## src/common/fdcs_pkg.sv

```systemverilog
/*
  Constants, register map and types of the clock system block.
  Assumes one APB clock domain; every other file except the oscillator model imports this package.
*/
package fdcs_pkg;

  localparam int unsigned ADDR_W = 8;
  localparam int unsigned TAP_W  = 5;
  localparam int unsigned MIX_W  = 5;
  localparam int unsigned TGT_W  = 10;
  localparam int unsigned SEL_W  = 3;

  // Register byte offsets
  localparam logic [ADDR_W-1:0] FLL_CTRL_OFS  = 8'h00;
  localparam logic [ADDR_W-1:0] CLK_SEL_OFS   = 8'h04;
  localparam logic [ADDR_W-1:0] OSC_CTRL_OFS  = 8'h08;
  localparam logic [ADDR_W-1:0] OSC_FAULT_OFS = 8'h0C;
  localparam logic [ADDR_W-1:0] OSC_TUNE_OFS  = 8'h10;
  localparam logic [ADDR_W-1:0] STATUS_OFS    = 8'h14;
  localparam logic [ADDR_W-1:0] IRQ_STAT_OFS  = 8'h18;
  localparam logic [ADDR_W-1:0] IRQ_MASK_OFS  = 8'h1C;

  // Field positions
  localparam int unsigned FLL_EN_BIT     = 0;
  localparam int unsigned REF_SEL_BIT    = 1;
  localparam int unsigned TARGET_LSB     = 16;
  localparam int unsigned AUX_SEL_LSB    = 0;
  localparam int unsigned SUB_SEL_LSB    = 4;
  localparam int unsigned MAIN_SEL_LSB   = 8;
  localparam int unsigned BYPASS_BIT     = 0;
  localparam int unsigned XT1_ON_BIT     = 1;
  localparam int unsigned XT2_ON_BIT     = 2;
  localparam int unsigned FAULT_NMI_BIT  = 3;
  localparam int unsigned FAULT_ANY_BIT  = 3;
  localparam int unsigned TAP_LSB        = 8;
  localparam int unsigned NUM_FAULTS     = 3;
  localparam int unsigned NUM_IRQ        = 3;
  localparam int unsigned IRQ_FAULT_BIT  = 0;
  localparam int unsigned IRQ_LOCK_BIT   = 1;
  localparam int unsigned IRQ_LIMIT_BIT  = 2;

  // Values after reset
  localparam logic [TAP_W-1:0] TAP_RST    = 5'h0C;
  localparam logic [MIX_W-1:0] MIX_RST    = 5'h00;
  localparam logic [TGT_W-1:0] TARGET_RST = 10'h020;
  localparam logic [SEL_W-1:0] MAIN_RST   = 3'h3;
  localparam logic [SEL_W-1:0] SUB_RST    = 3'h4;
  localparam logic [SEL_W-1:0] AUX_RST    = 3'h0;
  localparam logic [MIX_W-1:0] MIX_MAX    = 5'h1F;

  // Low power levels as reported by the core
  localparam logic [2:0] LP_LEVEL_THREE = 3'h3;
  localparam logic [2:0] LP_LEVEL_FOUR  = 3'h4;

  // Settling span in reference periods
  localparam int unsigned LOCK_SIDE        = 32;
  localparam int unsigned LOCK_REF_PERIODS = LOCK_SIDE * LOCK_SIDE;
  localparam int unsigned LOCK_CNT_W       = 11;

  // Synchronised pin indices
  localparam int unsigned NUM_PINS   = 5;
  localparam int unsigned PIN_REFINT = 0;
  localparam int unsigned PIN_REFXT  = 1;
  localparam int unsigned PIN_DCO    = 2;
  localparam int unsigned PIN_XT1F   = 3;
  localparam int unsigned PIN_XT2F   = 4;

  typedef enum logic [1:0] {
    FLL_WAIT    = 2'b00,
    FLL_MEASURE = 2'b01,
    FLL_APPLY   = 2'b10
  } fdcs_fll_state_t;

endpackage : fdcs_pkg

```

## src/rtl/fdcs_modulator.sv

```systemverilog
/*
  Tap dither modulator: mixes the coarse tap with the next higher tap.
  Assumes tap and mix come from flip-flops in the same clock domain.
*/
`timescale 1ns/10ps
module fdcs_modulator
  import fdcs_pkg::*;
(
  input  wire logic             pclk,
  input  wire logic             presetn,
  input  wire logic             ce,
  input  wire logic [TAP_W-1:0] tap,
  input  wire logic [MIX_W-1:0] mix,
  output logic      [TAP_W-1:0] tap_out_q
);

  logic [MIX_W-1:0] phase_q;
  logic             use_upper;

  // Mix of 32-cycle frame spent on the upper tap
  assign use_upper = (phase_q < mix) && (tap != {TAP_W{1'b1}});

  always_ff @(posedge pclk or negedge presetn)
  begin
    if (!presetn)
      phase_q <= '0;
    else if (ce)
      phase_q <= phase_q + 1'b1;
  end

  always_ff @(posedge pclk or negedge presetn)
  begin
    if (!presetn)
      tap_out_q <= TAP_RST;
    else if (ce)
      tap_out_q <= use_upper ? tap + 1'b1 : tap;
  end

endmodule : fdcs_modulator

```

## src/rtl/fdcs_clock_system.sv

```systemverilog
/*
  Clock system: frequency-locked loop, clock source selects, oscillator
  faults, bypass and peripheral clock requests, behind an APB slave.
  Assumes reference, oscillator pulse and fault pins are asynchronous.
*/
// Function
// - Loop counts oscillator pulses between two rising reference edges.
// - A correction spans capture over one period, then one period to apply.
// - Modulator dithers between coarse tap and next higher tap.
// - Fraction rolls over from 31 into the next tap, never skips.
// - Loop stops when generator-off is set, resumes in interrupt or active.
// - Source selects switch clocks without raising any oscillator fault.
// - Combined fault with its enable requests a non-maskable interrupt.
// - Serial source clock is requested only while a transfer runs.
// - Bypass cleared lets deepest low-power level reach low current.
`timescale 1ns/10ps
module fdcs_clock_system
  import fdcs_pkg::*;
(
  input  wire logic              pclk,
  input  wire logic              presetn,
  input  wire logic              ce,
  input  wire logic              psel,
  input  wire logic              penable,
  input  wire logic              pwrite,
  input  wire logic [ADDR_W-1:0] paddr,
  input  wire logic [31:0]       pwdata,
  output logic      [31:0]       prdata,
  output logic                   pready,
  output logic                   pslverr,
  input  wire logic              ref_int_pin,
  input  wire logic              ref_xt_pin,
  input  wire logic              dco_pulse_pin,
  input  wire logic              xt1_fault_pin,
  input  wire logic              xt2_fault_pin,
  input  wire logic              sysclk_gen_off_bit,
  input  wire logic              isr_active,
  input  wire logic [2:0]        lp_level,
  input  wire logic              serial_soft_reset,
  input  wire logic              serial_busy,
  output logic      [TAP_W-1:0]  osc_tap_out,
  output logic      [SEL_W-1:0]  main_clk_source_sel,
  output logic      [SEL_W-1:0]  sub_clk_source_sel,
  output logic      [SEL_W-1:0]  aux_clk_source_sel,
  output logic                   crystal_one_bypass,
  output logic                   serial_clk_req,
  output logic                   low_current_ok,
  output logic                   nmi_req,
  output logic                   irq
);

  localparam logic [LOCK_CNT_W-1:0] LOCK_DONE = LOCK_CNT_W'(LOCK_REF_PERIODS);
  localparam int unsigned TM_W = TAP_W + MIX_W;

  function automatic logic reg_hit(input logic [ADDR_W-1:0] a,
                                   input logic [ADDR_W-1:0] ofs);
    reg_hit = (a == ofs);
  endfunction : reg_hit

  // Pin synchronisers
  logic [NUM_PINS-1:0] pin_raw;
  logic [NUM_PINS-1:0] sync_meta_q;
  logic [NUM_PINS-1:0] sync_q;
  logic [NUM_PINS-1:0] sync_prev_q;

  assign pin_raw = {xt2_fault_pin, xt1_fault_pin, dco_pulse_pin, ref_xt_pin, ref_int_pin};

  genvar gi;
  generate
    for (gi = 0; gi < NUM_PINS; gi++)
    begin : g_sync
      always_ff @(posedge pclk or negedge presetn)
      begin
        if (!presetn)
        begin
          sync_meta_q[gi] <= 1'b0;
          sync_q[gi]      <= 1'b0;
          sync_prev_q[gi] <= 1'b0;
        end
        else if (ce)
        begin
          sync_meta_q[gi] <= pin_raw[gi];
          sync_q[gi]      <= sync_meta_q[gi];
          sync_prev_q[gi] <= sync_q[gi];
        end
      end
    end
  endgenerate

  // Control registers
  logic             fll_en_q;
  logic             ref_sel_q;
  logic [TGT_W-1:0] target_q;
  logic [SEL_W-1:0] main_sel_q;
  logic [SEL_W-1:0] sub_sel_q;
  logic [SEL_W-1:0] aux_sel_q;
  logic             bypass_q;
  logic             xt1_on_q;
  logic             xt2_on_q;
  logic             fault_nmi_en_q;
  logic [NUM_IRQ-1:0]    irq_mask_q;
  logic [NUM_IRQ-1:0]    irq_stat_q;
  logic [NUM_FAULTS-1:0] fault_q;
  logic [TM_W-1:0]       tapmix_q;

  // APB handshake: one wait state, answer from flip-flops
  logic access;
  logic wr_fire;
  logic rd_take;
  logic addr_ok;
  logic [31:0] rd_mux;

  assign access  = psel & penable;
  assign wr_fire = access & pready & pwrite;
  assign rd_take = access & ~pready;
  assign addr_ok = (paddr[1:0] == 2'b00) && (paddr <= IRQ_MASK_OFS);

  always_ff @(posedge pclk or negedge presetn)
  begin
    if (!presetn)
    begin
      pready  <= 1'b0;
      pslverr <= 1'b0;
      prdata  <= '0;
    end
    else if (ce)
    begin
      pready  <= rd_take;
      pslverr <= rd_take & ~addr_ok;
      if (rd_take && !pwrite)
        prdata <= addr_ok ? rd_mux : 32'h0000_0000;
    end
  end

  // Loop control and reference selection
  logic fll_run;
  logic ref_rise;
  logic dco_rise;

  assign fll_run  = fll_en_q & (~sysclk_gen_off_bit | isr_active);
  assign ref_rise = ref_sel_q ? (sync_q[PIN_REFXT] & ~sync_prev_q[PIN_REFXT])
                              : (sync_q[PIN_REFINT] & ~sync_prev_q[PIN_REFINT]);
  assign dco_rise = sync_q[PIN_DCO] & ~sync_prev_q[PIN_DCO];

  always_ff @(posedge pclk or negedge presetn)
  begin
    if (!presetn)
    begin
      fll_en_q  <= 1'b1;
      ref_sel_q <= 1'b0;
      target_q  <= TARGET_RST;
    end
    else if (ce && wr_fire && reg_hit(paddr, FLL_CTRL_OFS))
    begin
      fll_en_q  <= pwdata[FLL_EN_BIT];
      ref_sel_q <= pwdata[REF_SEL_BIT];
      target_q  <= pwdata[TARGET_LSB +: TGT_W];
    end
  end

  // Clock source selects; faults are left alone on purpose
  always_ff @(posedge pclk or negedge presetn)
  begin
    if (!presetn)
    begin
      main_sel_q <= MAIN_RST;
      sub_sel_q  <= SUB_RST;
      aux_sel_q  <= AUX_RST;
    end
    else if (ce && wr_fire && reg_hit(paddr, CLK_SEL_OFS))
    begin
      main_sel_q <= pwdata[MAIN_SEL_LSB +: SEL_W];
      sub_sel_q  <= pwdata[SUB_SEL_LSB +: SEL_W];
      aux_sel_q  <= pwdata[AUX_SEL_LSB +: SEL_W];
    end
  end

  always_ff @(posedge pclk or negedge presetn)
  begin
    if (!presetn)
    begin
      bypass_q       <= 1'b0;
      xt1_on_q       <= 1'b0;
      xt2_on_q       <= 1'b0;
      fault_nmi_en_q <= 1'b0;
    end
    else if (ce && wr_fire && reg_hit(paddr, OSC_CTRL_OFS))
    begin
      bypass_q       <= pwdata[BYPASS_BIT];
      xt1_on_q       <= pwdata[XT1_ON_BIT];
      xt2_on_q       <= pwdata[XT2_ON_BIT];
      fault_nmi_en_q <= pwdata[FAULT_NMI_BIT];
    end
  end

  // Frequency-locked loop sequencer
  fdcs_fll_state_t fll_state_q;
  logic [TGT_W-1:0] dco_cnt_q;
  logic [TGT_W-1:0] meas_q;
  logic             apply_evt;
  logic             limit_evt;
  logic             go_up;
  logic             go_down;

  always_ff @(posedge pclk or negedge presetn)
  begin
    if (!presetn)
    begin
      fll_state_q <= FLL_WAIT;
      dco_cnt_q   <= '0;
      meas_q      <= '0;
    end
    else if (ce)
    begin
      if (!fll_run)
      begin
        // Partial measurements are dropped so a short run cannot drift
        fll_state_q <= FLL_WAIT;
        dco_cnt_q   <= '0;
      end
      else
      begin
        unique case (fll_state_q)
          FLL_WAIT:
            if (ref_rise)
            begin
              fll_state_q <= FLL_MEASURE;
              dco_cnt_q   <= '0;
            end
          FLL_MEASURE:
            if (ref_rise)
            begin
              fll_state_q <= FLL_APPLY;
              meas_q      <= dco_cnt_q;
            end
            else if (dco_rise && dco_cnt_q != {TGT_W{1'b1}})
              dco_cnt_q <= dco_cnt_q + 1'b1;
          FLL_APPLY:
            if (ref_rise)
              fll_state_q <= FLL_WAIT;
          default:
            fll_state_q <= FLL_WAIT;
        endcase
      end
    end
  end

  assign apply_evt = fll_run && (fll_state_q == FLL_APPLY) && ref_rise;
  assign go_up     = apply_evt && (meas_q < target_q);
  assign go_down   = apply_evt && (meas_q > target_q);
  assign limit_evt = (go_up && tapmix_q == {TM_W{1'b1}}) || (go_down && tapmix_q == '0);

  // Tap and fraction held as one number so carries pass cleanly
  always_ff @(posedge pclk or negedge presetn)
  begin
    if (!presetn)
      tapmix_q <= {TAP_RST, MIX_RST};
    else if (ce)
    begin
      if (wr_fire && reg_hit(paddr, OSC_TUNE_OFS))
        tapmix_q <= {pwdata[TAP_LSB +: TAP_W], pwdata[MIX_W-1:0]};
      else if (go_up && tapmix_q != {TM_W{1'b1}})
        tapmix_q <= tapmix_q + 1'b1;
      else if (go_down && tapmix_q != '0)
        tapmix_q <= tapmix_q - 1'b1;
    end
  end

  fdcs_modulator u_modulator (
    .pclk      (pclk),
    .presetn   (presetn),
    .ce        (ce),
    .tap       (tapmix_q[TM_W-1:MIX_W]),
    .mix       (tapmix_q[MIX_W-1:0]),
    .tap_out_q (osc_tap_out)
  );

  // Settling counter; status and lock interrupt only, software still owns the wait
  logic [LOCK_CNT_W-1:0] lock_cnt_q;
  logic                  locked;
  logic                  lock_evt;

  assign locked   = (lock_cnt_q == LOCK_DONE);
  assign lock_evt = fll_run && ref_rise && (lock_cnt_q == LOCK_DONE - 1'b1);

  always_ff @(posedge pclk or negedge presetn)
  begin
    if (!presetn)
      lock_cnt_q <= '0;
    else if (ce)
    begin
      if (!fll_en_q)
        lock_cnt_q <= '0;
      else if (fll_run && ref_rise && !locked)
        lock_cnt_q <= lock_cnt_q + 1'b1;
    end
  end

  // Oscillator fault flags: crystal faults count only when configured; the loop limit also faults
  logic [NUM_FAULTS-1:0] fault_set;
  logic [NUM_FAULTS-1:0] fault_clr;
  logic                  osc_fault_flag;

  assign fault_set = {limit_evt, sync_q[PIN_XT2F] & xt2_on_q, sync_q[PIN_XT1F] & xt1_on_q};
  assign fault_clr = (wr_fire && reg_hit(paddr, OSC_FAULT_OFS)) ? pwdata[NUM_FAULTS-1:0] : '0;
  assign osc_fault_flag = |fault_q;

  always_ff @(posedge pclk or negedge presetn)
  begin
    if (!presetn)
      fault_q <= '0;
    else if (ce)
      fault_q <= (fault_q & ~fault_clr) | fault_set;
  end

  always_ff @(posedge pclk or negedge presetn)
  begin
    if (!presetn)
      nmi_req <= 1'b0;
    else if (ce)
      nmi_req <= osc_fault_flag & fault_nmi_en_q;
  end

  // Interrupt status, mask and output
  logic [NUM_IRQ-1:0] irq_set;
  logic [NUM_IRQ-1:0] irq_clr;

  assign irq_set = {limit_evt, lock_evt, |(fault_set & ~fault_q)};
  assign irq_clr = (wr_fire && reg_hit(paddr, IRQ_STAT_OFS)) ? pwdata[NUM_IRQ-1:0] : '0;

  always_ff @(posedge pclk or negedge presetn)
  begin
    if (!presetn)
      irq_stat_q <= '0;
    else if (ce)
      irq_stat_q <= (irq_stat_q & ~irq_clr) | irq_set;
  end

  always_ff @(posedge pclk or negedge presetn)
  begin
    if (!presetn)
      irq_mask_q <= '0;
    else if (ce && wr_fire && reg_hit(paddr, IRQ_MASK_OFS))
      irq_mask_q <= pwdata[NUM_IRQ-1:0];
  end

  always_ff @(posedge pclk or negedge presetn)
  begin
    if (!presetn)
      irq <= 1'b0;
    else if (ce)
      irq <= |(irq_stat_q & irq_mask_q);
  end

  // Clock selects, bypass and power hints out to the pins
  always_ff @(posedge pclk or negedge presetn)
  begin
    if (!presetn)
    begin
      main_clk_source_sel <= MAIN_RST;
      sub_clk_source_sel  <= SUB_RST;
      aux_clk_source_sel  <= AUX_RST;
      crystal_one_bypass  <= 1'b0;
      serial_clk_req      <= 1'b0;
      low_current_ok      <= 1'b0;
    end
    else if (ce)
    begin
      main_clk_source_sel <= main_sel_q;
      sub_clk_source_sel  <= sub_sel_q;
      aux_clk_source_sel  <= aux_sel_q;
      crystal_one_bypass  <= bypass_q;
      // Idle serial port out of soft reset must not hold its source on
      serial_clk_req      <= ~serial_soft_reset & serial_busy;
      low_current_ok      <= (lp_level == LP_LEVEL_FOUR) && !bypass_q;
    end
  end

  // Read data
  always_comb
  begin
    rd_mux = 32'h0000_0000;
    unique case (paddr)
      FLL_CTRL_OFS:
      begin
        rd_mux[FLL_EN_BIT]            = fll_en_q;
        rd_mux[REF_SEL_BIT]           = ref_sel_q;
        rd_mux[TARGET_LSB +: TGT_W]   = target_q;
      end
      CLK_SEL_OFS:
      begin
        rd_mux[MAIN_SEL_LSB +: SEL_W] = main_sel_q;
        rd_mux[SUB_SEL_LSB +: SEL_W]  = sub_sel_q;
        rd_mux[AUX_SEL_LSB +: SEL_W]  = aux_sel_q;
      end
      OSC_CTRL_OFS:
      begin
        rd_mux[BYPASS_BIT]    = bypass_q;
        rd_mux[XT1_ON_BIT]    = xt1_on_q;
        rd_mux[XT2_ON_BIT]    = xt2_on_q;
        rd_mux[FAULT_NMI_BIT] = fault_nmi_en_q;
      end
      OSC_FAULT_OFS:
      begin
        rd_mux[NUM_FAULTS-1:0] = fault_q;
        rd_mux[FAULT_ANY_BIT]  = osc_fault_flag;
      end
      OSC_TUNE_OFS:
      begin
        rd_mux[MIX_W-1:0]         = tapmix_q[MIX_W-1:0];
        rd_mux[TAP_LSB +: TAP_W]  = tapmix_q[TM_W-1:MIX_W];
      end
      STATUS_OFS:
        rd_mux[3:0] = {serial_clk_req, low_current_ok, fll_run, locked};
      IRQ_STAT_OFS:
        rd_mux[NUM_IRQ-1:0] = irq_stat_q;
      IRQ_MASK_OFS:
        rd_mux[NUM_IRQ-1:0] = irq_mask_q;
      default:
        rd_mux = 32'h0000_0000;
    endcase
  end

endmodule : fdcs_clock_system

```

## config.mk

```make
export PLATFORM = sky130hd
export DESIGN_NAME = fdcs_clock_system
export DESIGN_NICKNAME = d
export VERILOG_FILES = /design/src/common/fdcs_pkg.sv /design/src/rtl/fdcs_modulator.sv /design/src/rtl/fdcs_clock_system.sv
export SDC_FILE = /design/constraint.sdc
export NUM_CORES = 1
export LEC_CHECK = 0
export BUFFER_PORTS_ARGS = -buffer_cell sky130_fd_sc_hd__buf_4
export CORE_MARGIN = 1.5
export CORE_UTILIZATION = 53
export CTS_BUF_LIST = sky130_fd_sc_hd__clkbuf_2
export DETAILED_ROUTE_END_ITERATION = 10
export PLACE_DENSITY = 0.78
export SLEW_MARGIN = 30
export SYNTH_ARGS = -nofsm -noshare
export SYNTH_HDL_FRONTEND = slang
export SYNTH_HIERARCHICAL = 1
export SYNTH_SLANG_ARGS = --single-unit
```

## constraint.sdc

```tcl
create_clock -name pclk -period 3.7 [get_ports pclk]
set_clock_uncertainty 0.15 [all_clocks]
set_input_delay 0.185 -clock pclk [delete_from_list [all_inputs] [get_ports pclk]]
set_output_delay 0.185 -clock pclk [all_outputs]
set_load 0.005 [all_outputs]
```

# [Word-level counts from Yosys, hierarchy flattened]
# Index checks and enable logic that the tools add are counted.
[totals] regBits=148 output_inout_bits=53 elab_cells=178
[op_classes] n_addsub=6 order_cmp=4 n_eq_ne=23 muxes=28 bitwise_logic=30 n_reduce_logical=43
[op_table] operator="2-to-1 mux 10 bit" count=8
[op_table] operator="== test 8 x 5 -> 1 bit, second input constant" count=4
[op_table] operator="2-to-1 mux 26 bit" count=1
[op_table] operator="logical AND 1 bit" count=24
[op_table] operator="2-to-1 mux 11 bit" count=2
[op_table] operator="adder 10 x 1 -> 10 bit, second input constant" count=2
[op_table] operator="inequality test 10 bit, second input constant" count=2
[op_table] operator="one-hot mux 10 bit (2 select lines)" count=1
[op_table] operator="== test 8 x 4 -> 1 bit, second input constant" count=2
[op_table] operator="one-hot mux 2 bit (8 select lines)" count=1
[op_table] operator="inequality test 3 bit, second input constant" count=5
[op_table] operator="AND 1 bit" count=13
[op_table] operator="AND 3 bit" count=4
[op_table] operator="2-to-1 mux 2 bit" count=6
[op_table] operator="adder 11 x 1 -> 11 bit, second input constant" count=1
[op_table] operator="== test 11 x 10 -> 1 bit, second input constant" count=1
[op_table] operator="== test 11 bit, second input constant" count=1
[op_table] operator="adder 5 x 1 -> 5 bit, second input constant" count=2
[op_table] operator="== test 10 bit, second input constant" count=1
[op_table] operator="greater-than comparator 10 bit" count=1
[op_table] operator="zero test 10 bit" count=1
[op_table] operator="less-than comparator 10 bit" count=1
[op_table] operator="nonzero test 10 bit" count=1
[op_table] operator="subtractor 10 x 1 -> 10 bit, second input constant" count=1
[op_table] operator="30 further kinds" count=48

# [Depth between registers and ports, before layout]
[logic_depth] depth_word=11 mapped_depth=15

# [Modules after synthesis]
# The synthesis kept the hierarchy.
[modules_own_cells] mod="fdcs_clock_system" instances=1 cells_each=586 area_each_um2=6493.7 seq_area_each_um2=3215.6
[modules_own_cells] mod="fdcs_modulator" instances=1 cells_each=61 area_each_um2=616.8 seq_area_each_um2=252.7

# [Worst setup path after synthesis]
# Ideal clock, no wire load.
[synth_path] kind="register -> register" startpoint="register target_q[5]" endpoint="register tapmix_q[9]" setup_ns=0.121 arrival_time_ns=3.599 slack_ns=-0.170 path_stages_with_launch=15 period_less_slack_ns=3.870 path_cell_list="dfstp_2 > inv_1 > ha_1 > a21oi_2 > o21ai_2 > a2111oi_4 > nand4_1 > ha_1 > a21oi_1 > o211ai_1 > o41ai_1 > o21ai_0 > xor2_1 > a22o_1 > a22o_1"
[synth_via] elab_chain_cells=5
[synth_lines] element="start, declared" line="fdcs_clock_system.sv:93" text="logic [TGT_W-1:0] target_q;"
[synth_lines] element="start signal, assigned" line="fdcs_clock_system.sv:157" text="target_q <= pwdata[TARGET_LSB +: TGT_W];"
[synth_lines] element="less-than comparator 10 bit or greater-than comparator 10 bit (tied branches)" line="fdcs_clock_system.sv:249, fdcs_clock_system.sv:250"
[synth_lines] element="logical AND 1 bit, on equally long branches" line="fdcs_clock_system.sv:249, fdcs_clock_system.sv:250"
[synth_lines] element="logical AND 1 bit, on equally long branches" line="fdcs_clock_system.sv:262, fdcs_clock_system.sv:264"
[synth_lines] element="nonzero test 3 bit (no line) or 2-to-1 mux 10 bit (tied branches)"
[synth_lines] element="AND reduction 2 bit (no line) or 2-to-1 mux 10 bit (tied branches)"
[synth_lines] element="end signal, assigned" line="fdcs_clock_system.sv:261" text="tapmix_q <= {pwdata[TAP_LSB +: TAP_W], pwdata[MIX_W-1:0]};"
[synth_lines] element="end signal, assigned" line="fdcs_clock_system.sv:263" text="tapmix_q <= tapmix_q + 1'b1;"
[synth_lines] element="end signal, assigned" line="fdcs_clock_system.sv:265" text="tapmix_q <= tapmix_q - 1'b1;"
[synth_lines] element="end, declared" line="fdcs_clock_system.sv:104" text="logic [TM_W-1:0] tapmix_q;"
# Several ways; a longest one is shown, not always the timed one.
# A chain may end at the register's enable or synchronous reset.

# [Worst setup path in the final report]
[layout_path] startpoint="register target_q[7]" endpoint="register tapmix_q[7]"
# The elaborated chain is that of the path after synthesis.

==> impl_metrics.py <==
metrics = {
    "clock_network": {
        "ctsHtreeMaxLevel": 4,
        "cts_num_sinks": 138,
        "clkLatencyLatePin_ps": 710,
        "cts_tree": "built",
        "cts.reportedPaths.clkPinSlew_ps": 190,
        "cts_buffers": 17,
        "root_buffer": "clkbuf_2",
        "ctsLongestPathBuffers": 2,
    },
    "floorplanning": {
        "ios": 111,
        "die-area_um2": 14120,
        "die_w_um": 118.8,
        "rows": 42,
        "core_um2": 13190,
        "initial_utilization_pct": 53.91,
        "fp.dieH_um": 118.8,
    },
    "pwr": {
        "power.leakage_nw": 4.187,
        "finalPower_mw": 2.919,
        "power.switching_mw": 0.7658,
        "clockPowerShare_pct": 30.8,
        "netSwitchingFraction_pct": 26.23,
        "ir_drop_uv": 205.3,
        "pwr-share-comb_pct": 13.6,
        "p_int_mw": 2.153,
        "seqPwrFrac_pct": 55.6,
        "powerDensity_nw_per_um2": 327.6,
    },
    "global_route": {
        "grt.total_usage_pct": 24.78,
        "grt_max_degree": 91,
        "grt_use_met3_pct": 5.125,
        "grt_util_met2_pct": 41.93,
        "overflow": 0,
        "grt_busiest_layer": "met2",
        "antenna_found_initial": 1,
        "grt_pass1_vias": 5566,
        "grt_pass1_wl_mm": 27.39,
        "grt_util_met1_pct": 31.02,
    },
    "layout": {
        "nNetsFinal": 893,
        "final_util_pct": 67.55,
        "fillers": 1000,
        "syn_to_final_growth_pct": 25.30,
        "multiInputGateArea_um2": 3470,
        "regArea_um2": 3468,
        "final_cell_mix": "dfrtp_1, buf_4, nand2_1, mux2_2, dlygate4sd3_1",
        "final_common_cell": "dfrtp_1",
        "stdcell_area_um2": 8910,
        "drive_gt1_share_pct": 29.79,
    },
    "worst_setup_path": {
        "critPathBufInv": 4,
        "worst_path_max_delay_cell": "dfrtp_1",
        "critPathTopFamily": "compound AO/OA/AOI/OAI gates",
        "required_ps": 4200,
        "slowest_delay_ps": 410,
        "startpoint_type": "flop",
        "crit_fanout": 6,
        "critical_path_class": "reg2reg",
        "cp-end-kind": "flop",
        "cp_cell_sequence": "inv_1, ha_1, a211oi_2, nor2_1, a2111oi_4, nand4_1, buf_6, buf_4, ha_1, o21ai_0, nand2b_1, o41ai_2, buf_4, xnor2_1, mux2_2, mux2_4",
        "worstPathArrival_ps": 4180,
    },
    "timing": {
        "max-slew-margin-rel_pct": 35.66,
        "fin_tns_setup_ps": 0,
        "max_freq_ghz": 0.2718,
        "drv_slew": 0,
        "min_period_over_period_pct": 99.43,
        "final.min_clock_period_ps": 3679,
        "setup_viol": 0,
        "rsz0062_at_grt": "true",
        "hold_viol": 0,
        "tightest_slew_ps": 961.5,
        "holdWs_ps": 56.88,
    },
    "logic_synthesis": {
        "synth_edf_count": 0,
        "synthesis.area_um2": 7111,
        "yosys.cell_types.count": 73,
        "synthCells": 647,
        "syn_area_per_cell_um2": 10.99,
        "seq_area_frac_synth_pct": 48.78,
        "synth_warnings": 6,
        "synthArstFlopShare_pct": 100.0,
        "synth_top_flop_cell": "dfrtp_1",
        "synth-seq-cells": 138,
    },
    "placed_design": {
        "place_area_um2": 7955,
        "io_buffer_count": 90,
        "place.gp.congestion": 0.9086,
        "dpl.hpwl_mm": 11.25,
    },
    "status": {
        "status": "completed",
    },
    "route": {
        "firstDrtPassIters": 5,
        "ant_nets": 0,
        "drc": 0,
        "wire_per_inst_um": 17.04,
        "viasPerCell": 5.689,
        "wl_mm": 16.97,
        "drt_iter0_markers": 312,
        "vias": 5666,
    },
    "min_path": {
        "worstHoldPathType": "in2reg",
    },
    "run": {
        "drv_cap": 0,
    },
}
==> synthesized netlist by cell type, types with 3 or more instances <==
library cell / number / area (um2)
a211oi_1: 3 / 22.52
and3_1: 10 / 62.56
dfrtp_1: 126 / 3153
nand2b_1: 10 / 62.56
and4_1: 3 / 26.28
xor2_1: 15 / 131.4
a22oi_1: 4 / 30.03
a21oi_2: 4 / 35.03
nor2b_1: 6 / 37.54
inv_1: 33 / 123.9
a21oi_1: 25 / 125.1
or3_1: 6 / 37.54
nand4b_1: 3 / 26.28
buf_1: 3 / 11.26
a22o_1: 18 / 157.7
nor3_1: 8 / 40.04
nor2_1: 48 / 180.2
xnor2_1: 8 / 70.07
o221ai_1: 3 / 26.28
nand2_1: 63 / 236.5
nand3_1: 7 / 35.03
o22ai_1: 5 / 31.28
a21o_1: 3 / 22.52
nand4_1: 11 / 68.82
a31oi_1: 4 / 25.02
o21ai_0: 26 / 130.1
ha_1: 28 / 350.3
mux2_2: 63 / 709.4
dfstp_2: 12 / 315.3
nor4_1: 4 / 25.02
mux2i_1: 10 / 100.1
buf_2: 3 / 15.01
buf_4: 12 / 90.09
clkbuf_1: 12 / 45.04
==> worst paths after layout <==
check,start,endpoint,slack (ps),depth (start not counted)
setup / recovery,target_q[7]$_DFFE_PN0P_,tapmix_q[7]$_DFFE_PN1P_,20,16
hold / removal,psel,prdata[3]$_DFFE_PN0P_,60,5
setup reg to reg,target_q[7]$_DFFE_PN0P_,tapmix_q[7]$_DFFE_PN1P_,20,16
hold reg to reg,prdata[8]$_DFFE_PN0P_,prdata[8]$_DFFE_PN0P_,350,2
max in group asynchronous,presetn,target_q[5]$_DFFE_PN1P_,2200,4
min in group asynchronous,presetn,low_current_ok$_DFFE_PN0P_,430,3
==> metrics by stage <==
| stage | setup WS [ps] | instances |
|---|---|---|
| after floorplan | 40.00 | 656 |
| after global placement | 16.23 | 899 |
| after detailed placement | -101.7 | 899 |
| after CTS | 41.62 | 992 |
| after global routing | -96.11 | 996 |
| final | 21.14 | 996 |
==> sequential cells by signal, indices dropped and copies added (netlist names), 5 cells and up <==
name and flops:
tapmix_q 10, sync_q 5, sync_meta_q 5, dco_cnt_q 10
u_modulator/tap_out_q 5, lock_cnt_q 11, meas_q 10, u_modulator/phase_q 5
target_q 10, prdata 22
==> area by class of cell <==
cell class | count | share of cell area [%]
timing repair buffer | 162 | 15.57
sequential | 138 | 38.93
clock inverter | 10 | 1.432
inverter | 33 | 1.390
antenna | 1 | 0.02809
tap | 176 | 2.472
clock buffer | 22 | 1.236
multi-input combinational | 454 | 38.94
==> layer usage <==
| layer | routed length, um | share of wire [%] | up-vias |
|---|---|---|---|
| li1 | - | - | 2621 |
| met1 | 7209 | 42 | 2805 |
| met2 | 8448 | 50 | 200 |
| met3 | 930 | 5.5 | 40 |
| met4 | 385 | 2.3 | 0 |
| met5 | 0 | 0 | - |
==> logic make-up (layout without fill, tap and decap cells) <==
family | after synthesis | in the layout | synth area share (%)
buffers and inverters | 64 | 227 | 4.223
AND/OR/NAND/NOR | 198 | 198 | 14.41
XOR/XNOR | 23 | 23 | 2.833
other | 1 | 11 | 0.05274
adder cells (fa/ha/maj) | 29 | 29 | 5.209
flip-flops | 138 | 138 | 48.78
AO/OA/AOI/OAI | 117 | 117 | 12.11
multiplexers | 77 | 77 | 12.39
==> power by group through the flow <==
stage	Clock (mW)	Sequential (mW)	Combinational (mW)
2_1_floorplan	0	1.64	0.230
3_3_place_gp	0	1.64	0.337
3_5_place_dp	0	1.65	0.352
4_1_cts	0.920	1.62	0.398
5_1_grt	0.989	1.63	0.441
6_report	0.899	1.62	0.397
==> worst reg2reg max path, stage by stage (launching register included) <==
cell and delay, ps:
dfrtp_1 410, inv_1 50, ha_1 330, a211oi_2 230
nor2_1 110, a2111oi_4 400, nand4_1 170, buf_6 170
buf_4 160, ha_1 320, o21ai_0 190, nand2b_1 100
o41ai_2 70, buf_4 180, xnor2_1 50, mux2_2 270
mux2_4 270
==> timing repair <==
item | 4_1_cts | 5_1_grt
hold buffers | 60 | 0
hold endpoints to repair | 239 | 0
setup endpoints to repair | 3 | 4
resized for setup | 1 | 9
pin swaps | 2 | 11
buffers inserted | 1 | 3
No activity file was read; power rests on OpenSTA's default activity.
